**src/rtl/spio_pkg.sv**
```systemverilog
// Package of constants, types and mask functions for the parallel I/O port.
package spio_pkg;

  // Port geometry.
  localparam int SPIO_W = 16;
  localparam int SPIO_NPORT = 2;
  localparam int PORT_B = 0;
  localparam int PORT_C = 1;

  // Package variants, named by pin count.
  localparam int VAR_20 = 20;
  localparam int VAR_28 = 28;
  localparam int VAR_44 = 44;

  // Register address layout: bit 2 picks the port, bits 1:0 the kind.
  localparam int ADDR_W = 4;
  localparam int ADDR_PORT_BIT = 2;
  localparam logic [1:0] KIND_DIR = 2'h0;
  localparam logic [1:0] KIND_LAT = 2'h1;
  localparam logic [1:0] KIND_PIN = 2'h2;
  localparam logic [1:0] KIND_ANS = 2'h3;
  localparam logic [ADDR_W-1:0] ADDR_PORT_TOP = 4'h7;
  localparam logic [ADDR_W-1:0] ADDR_CTRL = 4'h8;
  localparam int CTRL_RESTORE_BIT = 0;

  // Bit masks.
  localparam logic [SPIO_W-1:0] ZERO_W = 16'h0000;
  localparam logic [SPIO_W-1:0] PRESENT_B_FULL = 16'hFFFF;
  localparam logic [SPIO_W-1:0] PRESENT_B_20 = 16'hF3F7;
  localparam logic [SPIO_W-1:0] PRESENT_C_44 = 16'h03FF;
  localparam logic [SPIO_W-1:0] ANALOG_SELECT_B_IMPL = 16'hF01F;
  localparam logic [SPIO_W-1:0] ANALOG_SELECT_B_BIT3 = 16'h0008;
  localparam logic [SPIO_W-1:0] ANALOG_SELECT_C_IMPL = 16'h0007;

  // Reset values.
  localparam logic [SPIO_W-1:0] LAT_RESET = 16'h0000;

  typedef logic [SPIO_W-1:0] spio_word_t;

  typedef struct packed {
    spio_word_t en;
    spio_word_t drive;
    spio_word_t out;
  } spio_periph_t;

  typedef struct packed {
    spio_word_t out;
    spio_word_t oe;
  } spio_pad_t;

  // Which port bits exist on a given variant.
  function automatic spio_word_t present_mask(input int port,
                                              input int variant);
    if (port == PORT_B) begin
      return (variant == VAR_20) ? PRESENT_B_20 : PRESENT_B_FULL;
    end
    return (variant == VAR_44) ? PRESENT_C_44 : ZERO_W;
  endfunction

  // Which analog select bits exist on a given variant.
  function automatic spio_word_t ansel_mask(input int port,
                                            input int variant);
    if (port == PORT_B) begin
      return (variant == VAR_20) ? (ANALOG_SELECT_B_IMPL & ~ANALOG_SELECT_B_BIT3) : ANALOG_SELECT_B_IMPL;
    end
    return (variant == VAR_44) ? ANALOG_SELECT_C_IMPL : ZERO_W;
  endfunction

endpackage

```
**src/rtl/spio_port_mux.sv**
```systemverilog
// Output ownership and input gating multiplexers for one 16-bit port.
`timescale 1ns/1ps
module spio_port_mux
  import spio_pkg::*;
(
  // Port registers.
  input wire spio_word_t dir,
  input wire spio_word_t lat,
  input wire spio_word_t ans,
  input wire spio_word_t present,
  // Shared peripherals.
  input wire spio_periph_t periph,
  output spio_word_t periph_in,
  // Pins.
  input wire spio_word_t pin_in,
  output spio_pad_t pad,
  output spio_word_t digital_in
);

  wire spio_word_t periph_owns;
  wire spio_word_t port_drive;

  // Input-only functions never raise drive, so enable alone leaves
  // the pin a plain port pin.
  assign periph_owns = periph.en & periph.drive & present; // see RULE9

  // A driving peripheral turns the port driver off; an idle one
  // leaves it to the direction bit.
  assign port_drive = ~dir & ~periph_owns & present; // see RULE1 RULE2 RULE4

  assign pad.out = (periph_owns & periph.out) | (port_drive & lat);
  assign pad.oe = periph_owns | port_drive; // see RULE1

  // The input buffer is off for analog pins and absent bits.
  assign digital_in = pin_in & ~ans & present; // see RULE11 RULE8

  // The port's own output never loops into a peripheral input.
  assign periph_in = digital_in & ~port_drive; // see RULE3

endmodule

```
**src/rtl/spio_top.sv**
```systemverilog
// Parallel I/O port: registers, pin sampling and deep-sleep hold.
//
// Functional notes
// RULE1: A driving enabled peripheral disables the port driver; pin stays readable.
// RULE2: An enabled but idle peripheral lets the port bit drive the pin.
// RULE3: Port output never feeds the input of a peripheral on that pin.
// RULE4: Direction one makes an input with driver off; zero makes an output.
// RULE5: Every reset sets all direction bits to one; the code sets present bits only, and absent bits reset to zero.
// RULE6: Latch register reads the latch; writes update the latch.
// RULE7: Pin register reads pin levels; writes go to the latch.
// RULE8: Absent port bits read zero in all registers and do nothing.
// RULE9: Pins shared with input-only functions behave as plain port pins.
// RULE10: Outputs frozen through deep sleep until software clears restore bit.
// RULE11: Analog select one disables the digital input buffer; zero enables it.
// RULE12: Group B analog select has bits 15-12 and 4-0; 11-5 read zero.
// RULE13: Group B analog select bit 3 is absent on the smallest variant.
// RULE14: Group C analog select has bits 2-0 only, absent on smaller variants.
// RULE15: Pin reads return zero while the analog select bit is set.
//
// Implementation choices: the address map and the strobed register port.
`timescale 1ns/1ps
module spio_top
  import spio_pkg::*;
#(
  parameter int VARIANT = VAR_44
)
(
  // Clock and reset.
  input wire logic clock,
  input wire logic resetn,

  // Register port.
  input wire logic [ADDR_W-1:0] reg_addr,
  input wire spio_word_t reg_wdata,
  input wire logic reg_wr,
  input wire logic reg_rd,
  output spio_word_t reg_rdata,

  // Pins, one word per port.
  input wire spio_word_t [SPIO_NPORT-1:0] pin_in,
  output spio_word_t [SPIO_NPORT-1:0] pin_out,
  output spio_word_t [SPIO_NPORT-1:0] pin_oe,

  // Shared peripherals.
  input wire spio_periph_t [SPIO_NPORT-1:0] periph,
  output spio_word_t [SPIO_NPORT-1:0] periph_in,

  // Low-power control and status.
  input wire logic deep_sleep,
  output logic io_hold
);

  // True when the address selects a given port and register kind.
  function automatic logic reg_hit(input logic [ADDR_W-1:0] addr,
                                   input int port,
                                   input logic [1:0] kind);
    logic port_sel;
    port_sel = (addr[ADDR_PORT_BIT] == port[0]);
    return (addr <= ADDR_PORT_TOP) && port_sel && (addr[1:0] == kind);
  endfunction

  // Per-port register state.
  spio_word_t dir_reg [SPIO_NPORT];
  spio_word_t dir_next [SPIO_NPORT];
  spio_word_t lat_reg [SPIO_NPORT];
  spio_word_t lat_next [SPIO_NPORT];
  spio_word_t ans_reg [SPIO_NPORT];
  spio_word_t ans_next [SPIO_NPORT];
  spio_word_t lvl_reg [SPIO_NPORT];
  spio_word_t lvl_next [SPIO_NPORT];

  // Pad drive state, frozen while holding.
  spio_word_t pout_reg [SPIO_NPORT];
  spio_word_t pout_next [SPIO_NPORT];
  spio_word_t poe_reg [SPIO_NPORT];
  spio_word_t poe_next [SPIO_NPORT];

  // Per-port read contributions, ORed into the read word.
  spio_word_t port_rd [SPIO_NPORT];

  // Hold and read-data state.
  logic hold_reg;
  logic hold_next;
  spio_word_t rdata_reg;
  spio_word_t rdata_next;

  // Global decode.
  wire logic ctrl_hit;
  wire logic ctrl_wr;
  wire logic ctrl_clear;
  wire logic freeze;
  wire spio_word_t ctrl_word;
  wire spio_word_t rd_word;

  assign ctrl_hit = (reg_addr == ADDR_CTRL);
  assign ctrl_wr = reg_wr && ctrl_hit;
  assign ctrl_clear = ctrl_wr && !reg_wdata[CTRL_RESTORE_BIT];

  // Entry into deep sleep sets the hold; a clear in the same cycle
  // loses, so a sleep request is never dropped.
  assign hold_next = deep_sleep || (hold_reg && !ctrl_clear); // see RULE10

  // Pads freeze from the cycle sleep is requested, not one late.
  assign freeze = deep_sleep || hold_reg; // see RULE10

  assign ctrl_word = {{(SPIO_W-1){1'b0}}, hold_reg};

  genvar gp;
  generate
    for (gp = 0; gp < SPIO_NPORT; gp++) begin : g_port
      // Variant masks are constants per port.
      localparam spio_word_t PRESENT = present_mask(gp, VARIANT);
      localparam spio_word_t ANS_IMPL = ansel_mask(gp, VARIANT);

      wire logic hit_dir_w;
      wire logic hit_lat_w;
      wire logic hit_pin_w;
      wire logic hit_ans_w;
      wire logic hit_dir_r;
      wire logic hit_lat_r;
      wire logic hit_pin_r;
      wire logic hit_ans_r;
      wire spio_pad_t pad;
      wire spio_word_t dig_in;

      assign hit_dir_w = reg_wr && reg_hit(reg_addr, gp, KIND_DIR);
      assign hit_lat_w = reg_wr && reg_hit(reg_addr, gp, KIND_LAT);
      assign hit_pin_w = reg_wr && reg_hit(reg_addr, gp, KIND_PIN);
      assign hit_ans_w = reg_wr && reg_hit(reg_addr, gp, KIND_ANS);
      assign hit_dir_r = reg_hit(reg_addr, gp, KIND_DIR);
      assign hit_lat_r = reg_hit(reg_addr, gp, KIND_LAT);
      assign hit_pin_r = reg_hit(reg_addr, gp, KIND_PIN);
      assign hit_ans_r = reg_hit(reg_addr, gp, KIND_ANS);

      // Absent bits are masked on write, so they store and read zero.
      assign dir_next[gp] = hit_dir_w ? (reg_wdata & PRESENT)
                                      : dir_reg[gp]; // see RULE4 RULE8

      // A write to either the latch or the pin register lands here.
      assign lat_next[gp] = (hit_lat_w || hit_pin_w)
                            ? (reg_wdata & PRESENT)
                            : lat_reg[gp]; // see RULE6 RULE7 RULE8

      // Only implemented analog select bits hold a value.
      assign ans_next[gp] = hit_ans_w ? (reg_wdata & ANS_IMPL)
                                      : ans_reg[gp]; // see RULE12 RULE14

      // Pins are sampled every cycle through the digital buffer.
      assign lvl_next[gp] = dig_in; // see RULE15

      assign pout_next[gp] = freeze ? pout_reg[gp] : pad.out;
      assign poe_next[gp] = freeze ? poe_reg[gp] : pad.oe;

      assign port_rd[gp] =
        ({SPIO_W{hit_dir_r}} & dir_reg[gp]) |
        ({SPIO_W{hit_lat_r}} & lat_reg[gp]) |
        ({SPIO_W{hit_pin_r}} & lvl_reg[gp]) |
        ({SPIO_W{hit_ans_r}} & ans_reg[gp]); // see RULE6 RULE7

      spio_port_mux u_mux (
        .dir(dir_reg[gp]),
        .lat(lat_reg[gp]),
        .ans(ans_reg[gp]),
        .present(PRESENT),
        .periph(periph[gp]),
        .periph_in(periph_in[gp]),
        .pin_in(pin_in[gp]),
        .pad(pad),
        .digital_in(dig_in)
      );

      // All present pins come up as inputs.
      always_ff @(posedge clock) begin
        if (!resetn) begin
          dir_reg[gp] <= PRESENT; // see RULE5
        end else begin
          dir_reg[gp] <= dir_next[gp];
        end
      end

      always_ff @(posedge clock) begin
        if (!resetn) begin
          lat_reg[gp] <= LAT_RESET;
        end else begin
          lat_reg[gp] <= lat_next[gp];
        end
      end

      // Analog select comes up set on every implemented bit.
      always_ff @(posedge clock) begin
        if (!resetn) begin
          ans_reg[gp] <= ANS_IMPL; // see RULE13 RULE14
        end else begin
          ans_reg[gp] <= ans_next[gp];
        end
      end

      always_ff @(posedge clock) begin
        if (!resetn) begin
          lvl_reg[gp] <= ZERO_W;
        end else begin
          lvl_reg[gp] <= lvl_next[gp];
        end
      end

      // Pads come out of reset undriven, matching the input default.
      always_ff @(posedge clock) begin
        if (!resetn) begin
          pout_reg[gp] <= ZERO_W;
          poe_reg[gp] <= ZERO_W;
        end else begin
          pout_reg[gp] <= pout_next[gp];
          poe_reg[gp] <= poe_next[gp];
        end
      end

      assign pin_out[gp] = pout_reg[gp];
      assign pin_oe[gp] = poe_reg[gp];
    end
  endgenerate

  // Unmapped addresses read zero since no hit term is set.
  assign rd_word = port_rd[PORT_B] | port_rd[PORT_C] |
                   ({SPIO_W{ctrl_hit}} & ctrl_word);

  // Read data stands for exactly the cycle after the strobe.
  assign rdata_next = reg_rd ? rd_word : ZERO_W;

  always_ff @(posedge clock) begin
    if (!resetn) begin
      hold_reg <= 1'b0;
    end else begin
      hold_reg <= hold_next;
    end
  end

  always_ff @(posedge clock) begin
    if (!resetn) begin
      rdata_reg <= ZERO_W;
    end else begin
      rdata_reg <= rdata_next;
    end
  end

  assign reg_rdata = rdata_reg;
  assign io_hold = hold_reg;

endmodule

```
**config.mk**
```make
export PLATFORM = sky130hd
export DESIGN_NAME = spio_top
export DESIGN_NICKNAME = d
export VERILOG_FILES = /design/src/rtl/spio_pkg.sv /design/src/rtl/spio_port_mux.sv /design/src/rtl/spio_top.sv
export SDC_FILE = /design/constraint.sdc
export NUM_CORES = 1
export LEC_CHECK = 0
export ABC_AREA = 1
export BUFFER_PORTS_ARGS = -buffer_cell sky130_fd_sc_hd__buf_4
export CAP_MARGIN = 20
export CORE_ASPECT_RATIO = 0.75
export CORE_MARGIN = 2
export CORE_UTILIZATION = 52
export CTS_CLUSTER_DIAMETER = 30
export DETAILED_ROUTE_END_ITERATION = 8
export MAX_ROUTING_LAYER = met4
export PLACE_DENSITY = 0.81
export SLEW_MARGIN = 40
export SYNTH_ARGS = -nofsm -noshare
export SYNTH_HDL_FRONTEND = slang
export SYNTH_HIERARCHICAL = 1
export SYNTH_SLANG_ARGS = --single-unit
```
**constraint.sdc**
```tcl
create_clock -name clock -period 1.3 [get_ports clock]
set_input_delay 0.065 -clock clock [delete_from_list [all_inputs] [get_ports clock]]
set_output_delay 0.065 -clock clock [all_outputs]
set_load 0.02 [all_outputs]
```
# [Yosys cells after proc, flatten, opt, wreduce, memory -nomap -nowiden]
# Memory sizes are Yosys's and may differ from the RTL's.
# Index checks and enable logic that the tools add are counted.
[word_totals] ff_bits=17 mem_bits_rw=192 inputBits=153 out_inout_bits=113 word_cells=120 mem_count=6
[classes] n_lt_le_gt_ge=1 eq_ne=4 mux=24 bitwise=54 n_reduce_logical=29
[memory_table] name="ans_reg" depth=2 width=16 read_ports=2 rd_clocked_by_memory_dff=0 write_ports=2 line="spio_top.sv:67" source="spio_word_t ans_reg [SPIO_NPORT];"
[memory_table] name="dir_reg" depth=2 width=16 read_ports=2 rd_clocked_by_memory_dff=0 write_ports=2 line="spio_top.sv:63" source="spio_word_t dir_reg [SPIO_NPORT];"
[memory_table] name="lat_reg" depth=2 width=16 read_ports=2 rd_clocked_by_memory_dff=0 write_ports=2 line="spio_top.sv:65" source="spio_word_t lat_reg [SPIO_NPORT];"
[memory_table] name="lvl_reg" depth=2 width=16 read_ports=2 rd_clocked_by_memory_dff=0 write_ports=2 line="spio_top.sv:69" source="spio_word_t lvl_reg [SPIO_NPORT];"
[memory_table] name="poe_reg" depth=2 width=16 read_ports=2 rd_clocked_by_memory_dff=0 write_ports=2 line="spio_top.sv:75" source="spio_word_t poe_reg [SPIO_NPORT];"
[memory_table] name="pout_reg" depth=2 width=16 read_ports=2 rd_clocked_by_memory_dff=0 write_ports=2 line="spio_top.sv:73" source="spio_word_t pout_reg [SPIO_NPORT];"
[ops] operator="$mux W16" n=22
[ops] operator="$and A16 B16 Y16" n=14
[ops] operator="$or A16 B16 Y16" n=11
[ops] operator="$not A16 Y16" n=4
[ops] operator="$and A10 B16 Y16" n=3
[ops] operator="$and A10 B10 Y10" n=3
[ops] operator="$not A10 Y10" n=3
[ops] operator="$logic_and A1 B1 Y1" n=21
[ops] operator="$and A16 B1 Y16" n=1
[ops] operator="$not A10 Y16" n=1
[ops] operator="$or A1 B1 Y1" n=12
[ops] operator="$or A10 B10 Y10" n=1
[ops] operator="$eq A2 B2 Y1 const B" n=2
[ops] operator="$eq A4 B4 Y1 const B" n=1
[ops] operator="$le A4 B3 Y1 const B" n=1
[ops] operator="$logic_or A1 B1 Y1" n=4
[ops] operator="$eq A2 B1 Y1 const B" n=1
[ops] operator="$logic_not A1 Y1" n=2
[ops] operator="$logic_not A2 Y1" n=1
[ops] operator="$mux W1" n=2
[ops] operator="$reduce_and A2 Y1" n=1
[ops] operator="$not A1 Y1" n=1

# [Logic depth before layout (Yosys ltp)]
[logic_depth] word_depth=9 ltp_mapped=9 mapped_depth_nobuf=8

# [Modules after synthesis]
# Netlist, hierarchy kept.
[modules_own_cells] mod="spio_top" instances=1 cells_per_inst=891 area_per_inst_um2=6636.4 seq_area_each_um2=3543.4
[modules_own_cells] mod="spio_port_mux" instances=2 cells_per_inst=177 area_per_inst_um2=860.8 seq_area_each_um2=0.0

# [Worst setup path before layout]
# OpenSTA, ideal clock, no wires.
[synth_timing] path_type="register -> register" start="register hold_reg (netlist: io_hold)" end="memory poe_reg[0][0] in the netlist's numbering" setup_time_ps=64 arrival_time_ps=1282 required_ps=1236 slack_ps=-46 stages_incl_launch_ff=7 n_path_buf=2 synth_period_minus_slack_ps=1346 path_cell_list="dfxtp_1 -> nor2_1 -> inv_1 -> clkbuf_1 -> clkbuf_1 -> nor2_1 -> nor2_1"
[synth_lines] item="from (decl)" line="spio_top.sv:82" source="logic hold_reg;"
[synth_lines] item="from (signal assigned)" line="spio_top.sv:233" source="hold_reg <= hold_next;"
[synth_lines] item="to (decl)" line="spio_top.sv:75"

==> flow_summary_export.csv <==
group,metric,value,unit
global_routing,grt_max_degree,52,
setup_path,end_kind,"primary output",
global_routing,grt_overflow,0,
pwr,seqPwrFrac,0.443,
pwr,p_comb_frac,0.174,
synth,synth-seq-cells,177,
global_routing,grt_pass1_wl,46400,um
synth,synth_edf_count,0,
sta,relSlewSlack,0.629,
clock_tree,clock-sinks,177,
synth,yosys.area.top_type_share,0.424,
synth,syn_area,8360,um^2
setup_path,cp_num_buf_inv,2,
setup_path,crit_type,"flop to primary output",
global_routing,antenna_found_initial,1,
sta,rsz0062_at_grt,"true",
setup_path,arrival,1.22,ns
synth,synth-seq-area-share,0.424,
sta,setup_viol,0,
die,die_x,150,um
synth,synth.distinct_cells,25,
worst_hold_path,min_from,"periph[66]",
detailed_routing,viasPerCell,4.97,
clock_tree,clk_path_buf_depth,2,
global_routing,globalRouteMet1Util,0.499,
synth,synthSimpleGateAreaFrac,0.390,
pwr,leakage,6.94,nW
clock_tree,cts.clk_slew.worst_paths,0.07,ns
synth,synth_area_leader_cell,"dfxtp_1",
clock_tree,numCtsBuffers,17,
synth,synth_cells,1245,
outcome,status,"finished clean",
pwr,total_power,13.1,mW
placed_design,dp.cells,1916,
setup_path,crit_family,"flip-flops",
finish,n_fill_cell,1138,
detailed_routing,routedWlPerCell,15.2,um
die,rows,40,
synth,synth-main-ff-cell,"dfxtp_1",
pwr,powerDensity,1010,nW/um^2
die,die_y,114,um
setup_path,critPathLaunch,"ans_reg[0][14]$_SDFFE_PN1P_",
setup_path,worstPathRequired,1.24,ns
synth,synthXorXnorAreaFrac,0,
sta,tightestPinTransition,0.558,ns
setup_path,slowest_delay,0.33,ns
synth,yosysWarnings,6,
finish,fin_cells,2001,
die,start_util,0.527,
pwr,intPower,9.30,mW
global_routing,met2_usage,0.530,
detailed_routing,drt_pre_antenna_iters,6,
synth,synth_top_family_by_area,"simple AND/OR/NAND/NOR gates",
job,maxCapViolations,0,
pwr,vdd.ir_drop.worst,0.000739,V
clock_tree,cts_tree,"built",
setup_path,crit_path_start_kind,"flop",
synth,synth-async-reset-ratio,0,
global_routing,busiest_layer,"met2",
synth,synth_fa_ha_area_frac,0,
detailed_routing,drc,0,
worst_hold_path,min_path_type,"primary input to flop",
synth,avgSynthCellArea,6.71,um^2
finish,area_delta_synth_final,54.3,%
setup_path,critical_path.cell_chain,"inv_2 > nand3_4 > a21oi_2 > buf_6",
placed_design,gp_congestion,0.956,
sta,fmax,779,MHz
placed_design,dp_hpwl,22400,um
finish,seqCellArea,3590,um^2
sta,hold_violations,0,
sta,post-route-min-period,1.28,ns
synth,synth_compound_area_frac,0.104,
clock_tree,clock-root-buffer,"clkbuf_16",
detailed_routing,ant_nets,0,
sta,final.period_utilization,0.988,
setup_path,r2r-start,"io_hold$_SDFF_PN0_",
pwr,netSwitchingFraction,0.288,
global_routing,grt_pass1_vias,9149,
synth,synth.top_cells.by_area,"dfxtp_1, nand2_1, nor2_1, nand3_1, inv_1",
global_routing,grt.total_usage,0.366,
finish,layout.nets,1930,
sta,skew,0.00863,ns
finish,drive_above_1_share,0.266,
sta,tns,0,ns
finish,multiInputGateArea,4990,um^2
setup_path,path_max_fanout,2,
placed_design,io_buffers,259,
synth,synthMuxAreaShare,0,
detailed_routing,vias,9948,
die,fp.coreArea,15900,um^2
die,die_area,17100,um^2
setup_path,slowest_stage,"dfxtp_2",
clock_tree,htree_levels,4,
clock_tree,clk_latency,0.44,ns
pwr,pwr-share-clk,0.382,
detailed_routing,drt_iter0_drc,866,
sta,slew_violations,0,
detailed_routing,wirelength,30500,um
die,io_pins,266,
global_routing,met3_usage,0.0844,
pwr,power_switching,3.76,mW
==> power groups by stage <==
| stage | Clock (mW) | Sequential, mW | Combinational [mW] |
|---|---|---|---|
| floorplan | 0 | 6.07 | 0.812 |
| global placement | 0 | 5.91 | 2.03 |
| detailed placement | 0 | 5.91 | 2.06 |
| CTS | 5.00 | 5.79 | 2.20 |
| global route | 5.27 | 5.81 | 2.47 |
| finish | 4.99 | 5.79 | 2.28 |
==> worst reg2reg max path, stage by stage, from the launching register on <==
cell     delay [ns]
dfxtp_1        0.36
nor2_4         0.17
inv_2          0.08
buf_12         0.17
nor2_1         0.15
buf_4          0.16
nor2_1         0.05
==> logic make-up (layout without fill, tap and decap cells) <==
logic type	after synthesis	in the layout
AND/OR/NAND/NOR	746	746
flip-flops	177	177
AO/OA/AOI/OAI	147	147
other	2	198
buffers and inverters	173	523
==> per-stage QoR <==
stage          cell area, um^2  setup WS, ns  hold WS [ns]   util
5_1_grt                  12900      -0.00933        0.0396  0.813
2_1_floorplan             9090       -0.0460         0.178      -
6_report                 12900        0.0157        0.0250  0.813
4_1_cts                  12700      0.000469        0.0105  0.801
3_5_place_dp             11600        0.0181         0.309  0.732
3_3_place_gp             11600        0.0748         0.308  0.732
==> Yosys cell counts (14+ instances only) <==
cell type	n
a21boi_0	30
a21oi_1	17
clkbuf_1	34
dfxtp_1	177
inv_1	121
nand2_1	325
nand2_2	14
nand3_1	113
nand4_1	65
nor2_1	188
nor2_2	35
o21ai_0	83
==> what timing repair did <==
item,in CTS,in global routing
hold endpoints to repair,85,0
cloned,0,0
endpoints found under the setup margin,9,24
gates resized for setup,28,61
buffers inserted,2,5
hold buffers,45,0
pin swaps,7,15
==> layout by cell type (no fill, tap or decap) <==
master          instances
a21boi_0               30
a21oi_1                16
a21oi_2                11
a41oi_1                 1
buf_12                  9
buf_4                 299
buf_6                  10
bufinv_16               1
clkbuf_1                1
clkbuf_16              17
clkinv_1                2
clkinv_2                2
clkinv_4                3
clkinvlp_4              4
conb_1                197
dfxtp_1               153
dfxtp_2                16
dfxtp_4                 8
diode_2                 1
dlygate4sd3_1          44
dlymetal6s4s_1          1
inv_1                 102
inv_2                  19
inv_4                   4
inv_6                   5
nand2_1               318
nand2_2                20
nand2_4                 3
nand3_1               105
nand3_2                 1
nand3_4                 7
nand4_1                65
nor2_1                187
nor2_2                 35
nor2_4                  3
nor3_1                  1
nor3b_1                 1
o211ai_1                6
o21ai_0                83
==> final timing paths <==
check / end / slack (ns) / cells after the start
worst max-delay path: periph_in[14] / 0.02 / 4
worst min-delay path: pout_reg[1][2]$_SDFFE_PN0N_ / 0.02 / 5
worst max register to register: pout_reg[1][1]$_SDFFE_PN0N_ / 0.07 / 6
worst min register to register: dir_reg[0][11]$_SDFFE_PN1P_ / 0.48 / 2
==> routing by layer <==
layer / wire [um] / vias up / share of wire
met1: 12800 / 4474 / 0.42
met4: 915 / 0 / 0.030
met5: 0 / - / 0
met3: 3630 / 75 / 0.12
li1: - / 4874 / -
met2: 13100 / 525 / 0.43
==> area by class of cell <==
class,count,area share
diodes,1,0.000194
clock buffers,18,0.0333
clock inverters,14,0.0102
inverters,128,0.0384
multi-input cells,1090,0.387
flip-flops and latches,177,0.279
well taps,210,0.0204
repair buffers,363,0.232
No activity file was read; power rests on OpenSTA's default activity.
